--- src/core/pflb_pkg.sv ---
package pflb_pkg;

	// Register offsets on the byte-wide register port
	localparam logic [7:0] PFLB_OFS_FAULT_COUNTERS = 8'h1c;
	localparam logic [7:0] PFLB_OFS_FAULT_PATH = 8'h1d;
	localparam logic [7:0] PFLB_OFS_FAULT_REMOTE = 8'h1e;
	localparam logic [7:0] PFLB_OFS_MON_COUNTERS = 8'h18;
	localparam logic [7:0] PFLB_OFS_MON_PATH = 8'h19;
	localparam logic [7:0] PFLB_OFS_MON_REMOTE = 8'h1a;

	// Reset value of the read data, and read value of unmapped and reserved bits
	localparam logic [7:0] PFLB_RESET_VALUE = 8'h00;
	localparam logic [7:0] PFLB_UNMAPPED_VALUE = 8'h00;

	// Number of tracked events and their index in the event vector
	localparam int PFLB_NUM_EVENTS = 11;
	localparam int PFLB_IDX_CODE_VIOLATION = 0;
	localparam int PFLB_IDX_PATH_LO = 1;
	localparam int PFLB_IDX_PATH_HI = 8;
	localparam int PFLB_IDX_SERVER_DEFECT = 9;
	localparam int PFLB_IDX_PAYLOAD_DEFECT = 10;

	// Field positions inside the registers
	localparam int PFLB_BIT_CODE_VIOLATION = 0;
	localparam int PFLB_BIT_SERVER_DEFECT = 1;
	localparam int PFLB_BIT_PAYLOAD_DEFECT = 2;
	localparam logic [7:0] PFLB_REMOTE_RESERVED_MASK = 8'hf8;

	// Event inputs; the first field is the most significant bit
	typedef struct packed {
		logic remote_payload_defect_event;
		logic remote_server_defect_event;
		logic far_end_error_overflow_event;
		logic parity_error_overflow_event;
		logic tributary_alarm_event;
		logic pointer_loss_event;
		logic remote_failure_event;
		logic unequipped_label_event;
		logic label_mismatch_event;
		logic remote_defect_event;
		logic code_violation_overflow_event;
	} pflb_events_s;

	// Register port request
	typedef struct packed {
		logic [7:0] addr;
		logic wr;
		logic rd;
		logic [7:0] wdata;
	} pflb_bus_s;

	// Fault latch bits as seen by the device
	typedef struct packed {
		logic remote_payload_defect_fault;
		logic remote_server_defect_fault;
		logic far_end_error_overflow_fault;
		logic parity_error_overflow_fault;
		logic tributary_alarm_fault;
		logic pointer_loss_fault;
		logic remote_failure_fault;
		logic unequipped_label_fault;
		logic label_mismatch_fault;
		logic remote_defect_fault;
		logic code_violation_overflow_fault;
	} pflb_faults_s;

endpackage

--- src/core/pflb_persist.sv ---
module pflb_persist
	import pflb_pkg::*;
(
	input wire logic clk,
	input wire logic rstn,
	input wire logic ce,
	input wire logic event_in,
	input wire logic strobe,
	output logic fault_hit,
	output logic monitor_hit
);

	typedef struct packed {
		logic prev;
		logic edge_seen;
		logic active_seen;
	} pflb_persist_s;

	pflb_persist_s st;
	pflb_persist_s next_st;
	logic rising;

	// Activation edge in this cycle belongs to the interval now running
	assign rising = event_in & ~st.prev;

	// Persistent: active at the boundary with no activation in the interval
	assign fault_hit = strobe & event_in & ~st.edge_seen & ~rising;
	// Occurred: active at any time in the interval
	assign monitor_hit = strobe & (st.active_seen | event_in);

	// Interval bookkeeping, restarted at every strobe
	always_comb begin
		next_st = st;
		next_st.prev = event_in;
		if (strobe) begin
			next_st.edge_seen = 1'b0;
			next_st.active_seen = 1'b0;
		end else begin
			next_st.edge_seen = st.edge_seen | rising;
			next_st.active_seen = st.active_seen | event_in;
		end
	end

	// State register
	always_ff @(posedge clk) begin
		if (!rstn) begin
			st <= '0;
		end else if (ce) begin
			st <= next_st;
		end
	end

endmodule

--- src/core/pflb_bank.sv ---
// Contract
// Counter register bit 0: code violation persistence
// Path bit 7: far-end error overflow persistence
// Path bit 6: parity error overflow persistence
// Path bit 5: tributary alarm persistence
// Path bit 4: pointer loss persistence
// Path bit 3: remote failure persistence
// Path bit 2: unequipped label persistence
// Path bit 1: label mismatch persistence
// Path bit 0: remote defect persistence
// Remote bit 2: payload defect persistence
// Remote bit 1: server defect persistence
// Software writes zeros to remote bits 7-3
// Latch only while monitor enable is one
// Writing zero clears; set bits otherwise stay
// Judge persistence over one-second strobe intervals
// Check at each strobe; reset clears all
// Monitor bits set if event occurred
module pflb_bank
	import pflb_pkg::*;
#(
	parameter int DATA_W = 8,
	parameter int ADDR_W = 8
)
(
	input wire logic clk,
	input wire logic rstn,
	input wire logic ce,
	input wire pflb_bus_s bus,
	input wire pflb_events_s events,
	input wire logic one_second_strobe,
	input wire logic monitor_latch_enable,
	output logic [7:0] rdata,
	output logic rd_ack,
	output pflb_faults_s faults,
	output logic [PFLB_NUM_EVENTS-1:0] monitors
);

	// Elaboration checks on the port geometry
	if (DATA_W != 8) begin : g_bad_data
		$error("pflb_bank: DATA_W must be 8");
	end
	if (ADDR_W != 8) begin : g_bad_addr
		$error("pflb_bank: ADDR_W must be 8");
	end

	typedef struct packed {
		logic [PFLB_NUM_EVENTS-1:0] fault;
		logic [PFLB_NUM_EVENTS-1:0] mon;
		logic [7:0] rdata;
		logic rd_ack;
	} pflb_bank_s;

	pflb_bank_s st;
	pflb_bank_s next_st;

	logic [PFLB_NUM_EVENTS-1:0] ev_vec;
	logic [PFLB_NUM_EVENTS-1:0] fault_hit;
	logic [PFLB_NUM_EVENTS-1:0] monitor_hit;
	logic [PFLB_NUM_EVENTS-1:0] fault_clr;
	logic [PFLB_NUM_EVENTS-1:0] mon_clr;
	logic [PFLB_NUM_EVENTS-1:0] fault_set;
	logic [PFLB_NUM_EVENTS-1:0] mon_set;
	logic [7:0] rd_value;

	// Events are a flat vector, code violation in bit 0
	assign ev_vec = events;

	// One persistence tracker per event
	for (genvar i = 0; i < PFLB_NUM_EVENTS; i++) begin : g_track
		pflb_persist u_persist (
			.clk(clk),
			.rstn(rstn),
			.ce(ce),
			.event_in(ev_vec[i]),
			.strobe(one_second_strobe),
			.fault_hit(fault_hit[i]),
			.monitor_hit(monitor_hit[i])
		);
	end

	// Latch requests gated by the monitoring enable
	assign fault_set = fault_hit & {PFLB_NUM_EVENTS{monitor_latch_enable}};
	assign mon_set = monitor_hit & {PFLB_NUM_EVENTS{monitor_latch_enable}};

	// Clear masks: a zero written in a bit position clears that bit
	always_comb begin
		fault_clr = '0;
		mon_clr = '0;
		if (bus.wr) begin
			case (bus.addr)
				PFLB_OFS_FAULT_COUNTERS: begin
					fault_clr[PFLB_IDX_CODE_VIOLATION] = ~bus.wdata[PFLB_BIT_CODE_VIOLATION];
				end
				PFLB_OFS_FAULT_PATH: begin
					fault_clr[PFLB_IDX_PATH_HI:PFLB_IDX_PATH_LO] = ~bus.wdata;
				end
				PFLB_OFS_FAULT_REMOTE: begin
					// Upper bits are reserved and expected as zeros
					fault_clr[PFLB_IDX_SERVER_DEFECT] = ~bus.wdata[PFLB_BIT_SERVER_DEFECT];
					fault_clr[PFLB_IDX_PAYLOAD_DEFECT] = ~bus.wdata[PFLB_BIT_PAYLOAD_DEFECT];
				end
				PFLB_OFS_MON_COUNTERS: begin
					mon_clr[PFLB_IDX_CODE_VIOLATION] = ~bus.wdata[PFLB_BIT_CODE_VIOLATION];
				end
				PFLB_OFS_MON_PATH: begin
					mon_clr[PFLB_IDX_PATH_HI:PFLB_IDX_PATH_LO] = ~bus.wdata;
				end
				PFLB_OFS_MON_REMOTE: begin
					mon_clr[PFLB_IDX_SERVER_DEFECT] = ~bus.wdata[PFLB_BIT_SERVER_DEFECT];
					mon_clr[PFLB_IDX_PAYLOAD_DEFECT] = ~bus.wdata[PFLB_BIT_PAYLOAD_DEFECT];
				end
				default: begin
					fault_clr = '0;
				end
			endcase
		end
	end

	// Read multiplexer; reserved and unmapped bits read as zero
	always_comb begin
		rd_value = PFLB_UNMAPPED_VALUE;
		case (bus.addr)
			PFLB_OFS_FAULT_COUNTERS: begin
				rd_value[PFLB_BIT_CODE_VIOLATION] = st.fault[PFLB_IDX_CODE_VIOLATION];
			end
			PFLB_OFS_FAULT_PATH: begin
				// Bits 7..0: far-end, parity, alarm, pointer, failure, unequipped,
				// mismatch, remote defect
				rd_value = st.fault[PFLB_IDX_PATH_HI:PFLB_IDX_PATH_LO];
			end
			PFLB_OFS_FAULT_REMOTE: begin
				rd_value[PFLB_BIT_PAYLOAD_DEFECT] = st.fault[PFLB_IDX_PAYLOAD_DEFECT];
				rd_value[PFLB_BIT_SERVER_DEFECT] = st.fault[PFLB_IDX_SERVER_DEFECT];
			end
			PFLB_OFS_MON_COUNTERS: begin
				rd_value[PFLB_BIT_CODE_VIOLATION] = st.mon[PFLB_IDX_CODE_VIOLATION];
			end
			PFLB_OFS_MON_PATH: begin
				rd_value = st.mon[PFLB_IDX_PATH_HI:PFLB_IDX_PATH_LO];
			end
			PFLB_OFS_MON_REMOTE: begin
				rd_value[PFLB_BIT_PAYLOAD_DEFECT] = st.mon[PFLB_IDX_PAYLOAD_DEFECT];
				rd_value[PFLB_BIT_SERVER_DEFECT] = st.mon[PFLB_IDX_SERVER_DEFECT];
			end
			default: begin
				rd_value = PFLB_UNMAPPED_VALUE;
			end
		endcase
	end

	// Next state: a set in the clearing cycle wins over the clear
	always_comb begin
		next_st = st;
		next_st.fault = (st.fault & ~fault_clr) | fault_set;
		next_st.mon = (st.mon & ~mon_clr) | mon_set;
		next_st.rd_ack = bus.rd;
		if (bus.rd) begin
			next_st.rdata = rd_value;
		end
	end

	// State register, frozen while the clock enable is low
	always_ff @(posedge clk) begin
		if (!rstn) begin
			st.fault <= '0;
			st.mon <= '0;
			st.rdata <= PFLB_RESET_VALUE;
			st.rd_ack <= 1'b0;
		end else if (ce) begin
			st <= next_st;
		end
	end

	// Outputs straight from the state register
	assign faults = st.fault;
	assign monitors = st.mon;
	assign rdata = st.rdata;
	assign rd_ack = st.rd_ack;

endmodule

--- config.mk ---
export PLATFORM = sky130hd
export DESIGN_NAME = pflb_bank
export DESIGN_NICKNAME = d
export VERILOG_FILES = /design/src/core/pflb_pkg.sv /design/src/core/pflb_persist.sv /design/src/core/pflb_bank.sv
export SDC_FILE = /design/constraint.sdc
export NUM_CORES = 1
export LEC_CHECK = 0
export BUFFER_PORTS_ARGS = -buffer_cell sky130_fd_sc_hd__buf_2
export CAP_MARGIN = 40
export CORE_UTILIZATION = 40
export CTS_BUF_LIST = sky130_fd_sc_hd__clkbuf_8
export CTS_CLUSTER_DIAMETER = 100
export CTS_CLUSTER_SIZE = 24
export DETAILED_ROUTE_END_ITERATION = 10
export GPL_TIMING_DRIVEN = 0
export MAX_ROUTING_LAYER = met4
export PLACE_DENSITY = 0.7
export SYNTH_ARGS = -nofsm -noshare
export SYNTH_HDL_FRONTEND = slang
export SYNTH_SLANG_ARGS = --single-unit
--- constraint.sdc ---
create_clock -name clk -period 2.6 [get_ports clk]
set_clock_uncertainty 0.05 [all_clocks]
set_input_delay 0 -clock clk [delete_from_list [all_inputs] [get_ports clk]]
set_output_delay 0 -clock clk [all_outputs]
set_load 0.01 [all_outputs]
Yosys cells after proc, flatten, opt, wreduce, memory -nomap -nowiden

Cells that the tools add are included.

$add $sub $neg: 0
Div/mod/pow operators: 0
Reduce and logical (&&, ||, !) cells: 1
Order comparisons: 0
Mux-type cells: 22
Multipliers: 0
Shifts and indexed selects: 0
Eq/ne operators: 6
Bitwise gates (word level): 122

Operator list:

| cell               | count |
|---|---|
| $and 1x1->1        | 55 |
| $eq 8x5->1 const B | 6 |
| $and 11x11->11     | 4 |
| $not 1->1          | 36 |
| $mux 2             | 13 |
| $mux 11            | 2 |
| $not 11->11        | 2 |
| $or 1x1->1         | 22 |
| $or 11x11->11      | 2 |
| $mux 8             | 2 |
| $pmux 5 s2         | 1 |
| $not 8->8          | 1 |
| $pmux 2 s4         | 1 |
| $pmux 1 s4         | 1 |
| $mux 1             | 2 |
| $reduce_and 2->1   | 1 |

Memories kept: 0
Latch bits: 0
Bits of input ports: 34
Bits in writable memories: 0
Bits in registers: 64
Word-level logic and storage cells: 188
Output and inout bits: 31
Memory bits (read-only): 0

Depth between registers and ports, before layout

Gate-level depths: netlist (run 1).

Depth in word-level cells: 6
Mapped depth: 6
Depth with buffers taken out: 3

Cells and area by module

A second synthesis (run 1) with hierarchy kept.

Cell total of the unflattened synthesis: 296
Area, all modules: 2920.3 sq um

By module, submodules not included:

| module       | seq. area each (sq um) | instances | cells each | area each (sq um) |
|---|---|---|---|---|
| pflb_bank    | 620.6                  | 1         | 164        | 1502.7 |
| pflb_persist | 60.1                   | 11        | 12         | 128.9 |

Least setup slack after synthesis (run 1)

OpenSTA, ideal clock, no wires.

Kind: input to register
Start point: input bus[15] in the netlist's numbering
End point: register st, in the netlist faults[0]
Buffers on the path: 2
Cell stages on the path: 5
Data arrival time: 1.228 ns
Path slack: 1.196 ns
Setup time: 0.127 ns
Data required time: 2.423 ns
Cell sequence: or4b_1 clkbuf_1 buf_2 o41ai_1 a21boi_1

Longest elaborated chain between the ends: 6

Ends and longest elaborated chain:

| item                 | line             | source |
|---|---|---|
| start, declared      | pflb_bank.sv:29  | `input wire pflb_bus_s bus,` |
| $eq 8x5->1           | pflb_bank.sv:91  | `case (bus.addr)` |
| $mux 1               | pflb_bank.sv:91  |  |
| $mux 11              | pflb_bank.sv:90  | `if (bus.wr) begin` |
| $not 11->11          | pflb_bank.sv:155 | `next_st.fault = (st.fault & ~fault_clr) \| fault_set;` |
| $and 11x11->11       | pflb_bank.sv:155 |  |
| $or 11x11->11        | pflb_bank.sv:155 |  |
| end signal, assigned | pflb_bank.sv:171 | `st <= next_st;` |
| end, declared        | pflb_bank.sv:54  | `pflb_bank_s st;` |

Every way passes these cells.
A chain may end at the register's enable or synchronous reset.

==> impl_metrics.ini, run 1 <==
[run_status]
status = finished clean

[clock_tree]
htree_levels = 3
cts_resized = 0
cts_buffer_depth = 2
cts_tree = yes
clock_sinks = 64
numCtsBuffers = 9
path_clk_slew_ps = 70
cts_root_buf = clkbuf_8
holdBufCountCts = 20
postCtsSetupBuffers = 0
worstSkewPairLatency_ps = 330

[route]
viasPerCell = 5.38
firstDrtPassIters = 4
vias = 2454
drt_iter0_drc = 98
wire_per_inst_um = 15.2
drtAntennaViolNets = 0
drt-total-wl_um = 6950
drc = 0

[critical_path]
worstPathArrival_ps = 1970
path_buf_inv = 4
timing.critical_path.mode_cell = clkbuf_1
critPathLaunchType = primary input
path_cells = clkbuf_1, clkbuf_1, clkbuf_1, a21oi_1, nor2_1, dlygate4sd3_1
crit_fanout = 10
crit_path_start = ce
setup.worst_path.class = in -> reg
cp.required_ps = 2820
crit_family = buffers and inverters
rr_startpoint = monitors[1]$_SDFFE_PN0P_
crit_path_max_incr_delay_ps = 560
slowest_stage = dlygate4sd3_1
crit_path_end_kind = flip-flop

[final_layout]
nets = 408
design_area_um2 = 3450
drive_above_1_share_pct = 21.1
instances_no_fill = 456
area_growth_pct = 29.8
diodes = 0
nFillCells = 577

[floorplanning]
rows = 29
die_area_um2 = 6980
die_w_um = 83.6
start_util_pct = 41.7
ios = 65
coreArea_um2 = 6390
die_y_um = 83.6

[global_routing]
grt_pass1_wl_um = 11300
track_usage_pct = 21.4
grt_pass1_vias = 2321
overflow = 0
grt_max_degree = 11
antenna_found_initial = 0

[synthesis]
synth_area_um2 = 2660
ys_seq_area_share_pct = 48.2
syn_avg_cell_area_um2 = 9.47
syn_nets = 315
synth.ff_latch_count = 64
yosys.cell_types.count = 29
synth_warnings = 0
synth_cells = 281

[power]
p_sw_w = 0.000504
p_sw_share_pct = 24.8
p_comb_share_pct = 10.5
p_per_area_nw_per_um2 = 590
pwr-share-clk_pct = 38.4
peakVddDrop_v = 0.000377
pwr-share-seq_pct = 51.1
p_int_w = 0.00153
power_leakage_nw = 1.39

[placed_design]
dpl_worst_slack_ps = 625
dp_hpwl_um = 5170
gp_congestion = 0.900
dp_cells = 420
placed_area_um2 = 3070
port_buffers = 62

[sta]
worst_slack_ps = 847
min_period_over_period_pct = 67.4
slew_headroom_pct = 62.6
hold_viol_final = 0
layout_min_cycle_time_ps = 1750
tightest_slew_ps = 561
setup_viol = 0
max_freq_mhz = 570
drv_slew = 0
rsz0062_at_grt = no
finalSetupTns_ps = 0

[hold_path]
hold_class = in -> reg
hold_start = bus[12]

[flow_run]
cap_violations = 0
[final timing paths]
check / endpoint / slack, ps / depth (start not counted)
max: g_track[8].u_persist.st[0]$_SDFFE_PN0P_ / 850 / 6
min: monitors[0]$_SDFFE_PN0P_ / 80 / 4
max reg2reg: rdata[0]$_SDFFE_PN0P_ / 970 / 4
min reg2reg: g_track[1].u_persist.st[1]$_SDFFE_PN0P_ / 410 / 1
[synthesized netlist by cell type]
cell type  instances  area [µm²]
inv_1              2        7.51
a21oi_1           11        55.1
o41ai_1           22         193
buf_2              3        15.0
nand3b_1           2        15.0
and2_1             1        6.26
o21a_1            11        82.6
or3_1              1        6.26
or4b_1             1        10.0
clkbuf_1          18        67.6
nand2b_1          15        93.8
and3_1             1        6.26
nor2_1            22        82.6
nand4b_1          12         105
nand2_1           17        63.8
a21boi_0          18         135
o31ai_1            7        52.6
and4b_1            1        10.0
a2111o_1           1        11.3
nand3_1           10        50.1
a21boi_1          16         120
dfxtp_1           64        1280
a221oi_1           4        35.0
mux2i_1            5        50.1
nor2b_1            2        12.5
mux4_2             1        22.5
nor4b_1            1        8.76
o21ai_0           11        55.1
nand4_1            1        6.26
[layout make-up]
| class | count | area [µm²] | area share [%] |
|---|---|---|---|
| Multi-Input combinational cell | 194 | 1290 | 37.3 |
| Sequential cell | 64 | 1280 | 37.1 |
| Timing Repair Buffer | 82 | 510 | 14.8 |
| Clock buffer | 12 | 165 | 4.78 |
| Tap cell | 77 | 96.3 | 2.79 |
| Buffer | 21 | 82.6 | 2.39 |
| Clock inverter | 4 | 20.0 | 0.580 |
| Inverter | 2 | 7.51 | 0.217 |
[metrics by stage]
stage,utilization (%),hold slack [ps],total power [W]
final,54.1,79.4,0.00204
after CTS,54.1,64.5,0.00205
after floorplan,-,86.0,0.00117
after detailed placement,48.0,231,0.00125
after global placement,48.0,228,0.00125
after global routing,54.1,98.5,0.00211
[tightest hold or removal path: cells and delay by family]
kind	cells	cell delay, ps
AND/OR/NAND/NOR	1	120
buffers and inverters	1	80
AO/OA/AOI/OAI	2	220
[power groups by stage]
stage               sequential, W  combinational [W]  clock [W]
floorplan                 0.00106           0.000109          0
global placement          0.00106           0.000189          0
detailed placement        0.00106           0.000193          0
CTS                       0.00104           0.000215   0.000796
global route              0.00104           0.000238   0.000828
finish                    0.00104           0.000214   0.000781
[flip-flops by register name, indices dropped and copies added, names as in the netlist]
name,cells
rdata,8
g_track.u_persist.st,33
faults,11
monitors,11
rd_ack,1
[kinds of logic after synthesis]
family / after synthesis / share of synthesized area, %
AOI/OAI and AO/OA: 101 / 27.8
buffers and inverters: 23 / 3.39
DFF: 64 / 48.2
muxes: 6 / 2.73
and+or+nand+nor: 87 / 17.9
[per-layer routing]
| layer | GRT usage, % | wire length [µm] | up-vias |
|---|---|---|---|
| li1 | - | - | 1237 |
| met5 | - | 0 | - |
| met3 | 3.46 | 405 | 9 |
| met1 | 25.8 | 3190 | 1118 |
| met2 | 35.4 | 3250 | 90 |
| met4 | 9.40 | 104 | 0 |
[cell usage in the layout (no fill, tap or decap), types with 2 or more instances in the layout]
cell type | synthesis | layout
a221oi_1 | 4 | 4
clkbuf_1 | 18 | 18
buf_2 | 3 | 65
nand3b_1 | 2 | 2
nand3_1 | 10 | 10
o31ai_1 | 7 | 7
nand2b_1 | 15 | 15
nor2_1 | 22 | 22
o41ai_1 | 22 | 22
nand2_1 | 17 | 17
a21boi_1 | 16 | 16
o21a_1 | 11 | 11
a21oi_1 | 11 | 11
o21ai_0 | 11 | 11
nand4b_1 | 12 | 12
clkbuf_8 | 0 | 12
inv_1 | 2 | 4
mux2i_1 | 5 | 5
a21boi_0 | 18 | 18
dlygate4sd3_1 | 0 | 20
dfxtp_1 | 64 | 64
nor2b_1 | 2 | 2
Note: power is estimated with default switching activity, not from simulation.
==> inputs of run 2 (changes only) <==
- ABC_AREA: default -> 1
- clock period: 2.6 -> 1.65 ns (I/O delays scaled with it)
==> run 2 against run 1 <==
  * The run now ends with DRC left
  * Cell count grew 15%
  * Core utilization shrank 0.34 points
  * Final area is essentially flat
  * Combinational power grew 74%
  * Register-to-register slack lost 210 ps
  * Area after synthesis grew 1.3%
  * Non-clock buffer count shrank 10
  * First-iteration DRC count grew 81%
  * Worst hold slack lost 37 ps
  * Critical path type unchanged
==> impl_metrics.ini, run 2 <==
[clock_tree]
htree_levels = 3
path_clk_slew_ps = 70
worstSkewPairLatency_ps = 330
clock_sinks = 64
numCtsBuffers = 9
postCtsSetupBuffers = 0
cts_resized = 0
cts_buffer_depth = 2
holdBufCountCts = 15
cts_root_buf = clkbuf_8
cts_tree = yes

[global_routing]
track_usage_pct = 21.1
grt_pass1_wl_um = 11400
grt_pass1_vias = 2397
overflow = 0
grt_max_degree = 11
antenna_found_initial = 0

[critical_path]
critPathLaunchType = primary input
cp.required_ps = 1790
worstPathArrival_ps = 1440
setup.worst_path.class = in -> reg
crit_path_end_kind = flip-flop
crit_fanout = 10

[route]
viasPerCell = 4.89
wl_met1_um = 3260
vias = 2557
drtAntennaViolNets = 0
drt-total-wl_um = 6800
top_layer = met4
wl_met2_um = 3250
drc = 6
firstDrtPassIters = 7
wl_met3_um = 215
wire_per_inst_um = 13.0
drt_iter0_drc = 177

[synthesis]
synth_area_um2 = 2690
synth_top_area_cell = dfxtp_1
ys_async_sr_fraction_pct = 0
synthTopCellsByCount = dfxtp_1 (64), a21oi_1 (56), nor2_1 (48), nand2_1 (42), nand3_1 (38)
yosys_most_used_dff = dfxtp_1
syn_avg_cell_area_um2 = 7.63
synth_warnings = 0
syn_nets = 387
synth_cells = 353
yosys.cell_types.count = 23
ys_seq_area_share_pct = 47.6
synth.area.top_cells = dfxtp_1 (48%), a21oi_1 (10%), nand3_1 (7.1%)
synth_edf_count = 0
synth_top_cell_area_share_pct = 47.6
synth.ff_latch_count = 64
synthMostInstantiatedCell = dfxtp_1

[placed_design]
gp_congestion = 0.800
placed_area_um2 = 3100
port_buffers = 62
dp_cells = 492
dp_hpwl_um = 5090

[final_layout]
largest_reg_flops = 33
drive_above_1_share_pct = 23.5
instances_no_fill = 523
area_growth_pct = 28.1
nets = 475
final_common_cell = buf_2
largest_register = g_track.u_persist.st
layout_common_cells = buf_2 (68), dfxtp_1 (64), a21oi_1 (56)
diodes = 0
design_area_um2 = 3450

[hold_path]
hold_class = in -> reg

[sta]
min_period_over_period_pct = 78.6
max_freq_mhz = 771
slew_headroom_pct = 63.1
setup_viol = 0
holdWs_ps = 42.1
drv_slew = 0
hold_viol_final = 0
rsz0062_at_grt = no
layout_min_cycle_time_ps = 1300
tightest_slew_ps = 554
finalSetupTns_ps = 0

[floorplanning]
die_area_um2 = 7070
coreArea_um2 = 6420
die_w_um = 84.1
die_y_um = 84.1
start_util_pct = 41.9
ios = 65
rows = 29

[run_status]
failed_checks = DRC
status = finished with violations

[power]
p_per_area_nw_per_um2 = 973
peakVddDrop_v = 0.000452
power_leakage_nw = 1.56

[flow_run]
cap_violations = 0
-- run 2: changes by cell type after synthesis, moves of 22 or more --
cell     before  now
a21oi_1      11   56
nand2_1      17   42
o41ai_1      22    0
nor2_1       22   48
inv_1         2   24
nand3_1      10   38
-- run 2: cell type report --
class                      instances  area [µm²]
timing repair buffer              77         460
clock buffer                      11         151
inverter                          26        97.6
tap                               77        96.3
buffer                            16         115
multi-input combinational        247        1200
clock inverter                     5        47.5
fill                             602        2970
sequential                        64        1280
-- run 2: per-layer routing --
metal / global-route usage [%] / vias up
met3: 3.26 / 7
met2: 34.6 / 50
met5: - / -
met1: 26.1 / 1151
li1: - / 1349
met4: 8.31 / 0
-- run 2: logic make-up after synthesis --
family                 synth area share (%)
AO/OA/AOI/OAI                          19.5
flip-flops                             47.6
buffers and inverters                  7.90
AND/OR/NAND/NOR                        25.1
-- run 2: critical path: stages --
cell	delay [ps]
dlygate4sd3_1	530
buf_2	170
inv_2	170
buf_1	460
a21oi_1	90
-- run 2: final timing paths --
path,start,endpoint,slack (ps),cells after the start
worst min-delay path,bus[6],monitors[7]$_SDFFE_PN0P_,40,4
worst max-delay path,rstn,g_track[9].u_persist.st[2]$_SDFFE_PN0P_,350,5
worst max register to register,g_track[5].u_persist.st[2]$_SDFFE_PN0P_,faults[5]$_SDFFE_PN0P_,760,4
worst min register to register,g_track[8].u_persist.st[2]$_SDFFE_PN0P_,g_track[8].u_persist.st[2]$_SDFFE_PN0P_,410,2
-- run 2: through the flow --
stage / total power (W) / setup WS, ps / utilization (%)
6_report: 0.00336 / 353 / 53.7
5_1_grt: 0.00350 / 267 / 53.7
4_1_cts: 0.00338 / 356 / 53.7
3_5_place_dp: 0.00203 / 445 / 48.3
3_3_place_gp: 0.00203 / 478 / 48.3
2_1_floorplan: 0.00190 / 791 / -
-- run 2: report_power, final --
group	total [W]	internal (W)	switching (W)
sequential	0.00166	0.00162	0.0000400
clock	0.00133	0.000765	0.000565
combinational	0.000373	0.000157	0.000216
total	0.00336	0.00254	0.000821
==> inputs of run 3 (changes only) <==
- clock period: 1.65 -> 1.3 ns (I/O delays scaled with it)
==> run 3 against run 2 <==
  * Highest routed layer unchanged
  * Global-route usage is the same
  * The run still ends with DRC left
  * Largest power group unchanged
  * Routed wire length grew 0.44%
  * Total power grew 27%
  * Combinational power grew 28%
==> impl_metrics.ini, run 3 (synthesis gave the netlist of run 2 again) <==
[run_status]
status = finished with violations
failed_checks = DRC

[floorplanning]
die_y_um = 84.1
start_util_pct = 41.9
die_area_um2 = 7070
ios = 65
die_w_um = 84.1
coreArea_um2 = 6420
rows = 29

[route]
drt_iter0_drc = 190
firstDrtPassIters = 7
drc = 6
drtAntennaViolNets = 0
viasPerCell = 4.90
vias = 2561
wire_per_inst_um = 13.1
drt-total-wl_um = 6830

[final_layout]
diodes = 0
drive_above_1_share_pct = 24.4
largest_reg_flops = 33
largest_register = g_track.u_persist.st
nets = 475
layout_common_cells = buf_2 (68), dfxtp_1 (64), a21oi_1 (56)
area_growth_pct = 28.2
final_common_cell = buf_2

[power]
p_per_area_nw_per_um2 = 1240
peakVddDrop_v = 0.000582
power_w = 0.00428
power_leakage_nw = 1.57

[critical_path]
setup.worst_path.class = in -> reg
critPathLaunchType = primary input
r2r-end = faults[5]$_SDFFE_PN0P_
crit_path_end_kind = flip-flop
worstPathArrival_ps = 1400
reg2reg_setup_slack_ps = 410
path_cells = dlygate4sd3_1, buf_4, nand2_2, or2_1, o21ai_0, a21oi_1
cp.required_ps = 1460
crit_path_start = ce
rr_startpoint = g_track[5].u_persist.st[2]$_SDFFE_PN0P_
crit_path_max_incr_delay_ps = 530
slowest_stage = dlygate4sd3_1
ff2ff_path_depth = 4
crit_fanout = 10

[sta]
max_freq_mhz = 810
finalSetupTns_ps = 0
holdWs_ps = 45.1
tightest_slew_ps = 411
slew_headroom_pct = 72.6
setup_viol = 0
min_period_over_period_pct = 94.9
hold_viol_final = 0
layout_min_cycle_time_ps = 1230
rsz0062_at_grt = no
drv_slew = 0

[flow_run]
cap_violations = 0

[placed_design]
dp_hpwl_um = 5090
gp_congestion = 0.800
port_buffers = 62

[global_routing]
track_usage_pct = 21.1
grt_pass1_vias = 2397
overflow = 0
antenna_found_initial = 0
grt_pass1_wl_um = 11400
grt_max_degree = 11

[clock_tree]
clock_sinks = 64
worstSkewPairLatency_ps = 330
path_clk_slew_ps = 60
cts_tree = yes
cts_root_buf = clkbuf_8
cts_buffer_depth = 2
htree_levels = 3
numCtsBuffers = 9

[hold_path]
hold_path_depth = 4
hold_start = bus[2]
hold_class = in -> reg
hold_end = monitors[10]$_SDFFE_PN0P_
==> run 3: cell types whose count changed in the layout (fill, tap and decap cells not counted) <==
cell      before  now
clkbuf_2       0    2
o21ai_1        8   10
buf_1          2    0
inv_1         26   25
or2_1          3    2
or2_4          0    1
o21ai_0       28   26
inv_2          2    3
==> run 3: what timing repair did <==
item / 4_1_cts / 5_1_grt
buffers inserted: 0 / 0
hold buffers: 15 / 0
hold endpoints to repair: 45 / 0
resized for setup: 0 / 6
setup endpoints to repair: 0 / 22
==> run 3: metal layers <==
metal / up-vias / wire length, µm / global-route usage (%) / share of wire (%)
met5: - / 0 / - / 0
met4: 0 / 108 / 8.31 / 1.6
met3: 9 / 209 / 3.26 / 3.1
met2: 46 / 3230 / 34.6 / 47
met1: 1154 / 3280 / 26.1 / 48
li1: 1352 / - / - / -
==> run 3: worst max path at each step <==
stage	to	slack (ps)
after floorplan	faults[10]$_SDFFE_PN0P_	440
after global placement	faults[2]$_SDFFE_PN0P_	130
after detailed placement	faults[2]$_SDFFE_PN0P_	90
after CTS	g_track[9].u_persist.st[2]$_SDFFE_PN0P_	6
after global routing	monitors[1]$_SDFFE_PN0P_	3
final	faults[2]$_SDFFE_PN0P_	70
==> run 3: final cells by class <==
cell class                 count  area, µm²
inverter                      26       97.6
fill                         599       2970
clock inverter                 5       47.5
multi-input combinational    247       1200
timing repair buffer          77        460
sequential                    64       1280
clock buffer                  11        151
buffer                        16        118
tap                           77       96.3
==> run 3: through the flow <==
step	instances	util [%]	area [µm²]	setup WS, ps
after floorplan	353	-	2690	441
after global routing	523	53.8	3450	3.36
after global placement	492	48.3	3100	128
after detailed placement	492	48.3	3100	94.5
final	523	53.8	3450	65.9
after CTS	523	53.7	3450	6.48
==> run 3: power by group <==
| group | switching, W | total (W) | internal, W |
|---|---|---|---|
| Sequential | 0.0000510 | 0.00210 | 0.00205 |
| Clock | 0.000729 | 0.00170 | 0.000970 |
| Combinational | 0.000274 | 0.000476 | 0.000201 |
| Total | 0.00105 | 0.00428 | 0.00322 |
==> run 3: worst max-delay path, delay by kind of cell <==
kind,cells,cell delay [ps]
AND/OR/NAND/NOR,2,400
buffers and inverters,2,710
AO/OA/AOI/OAI,2,290
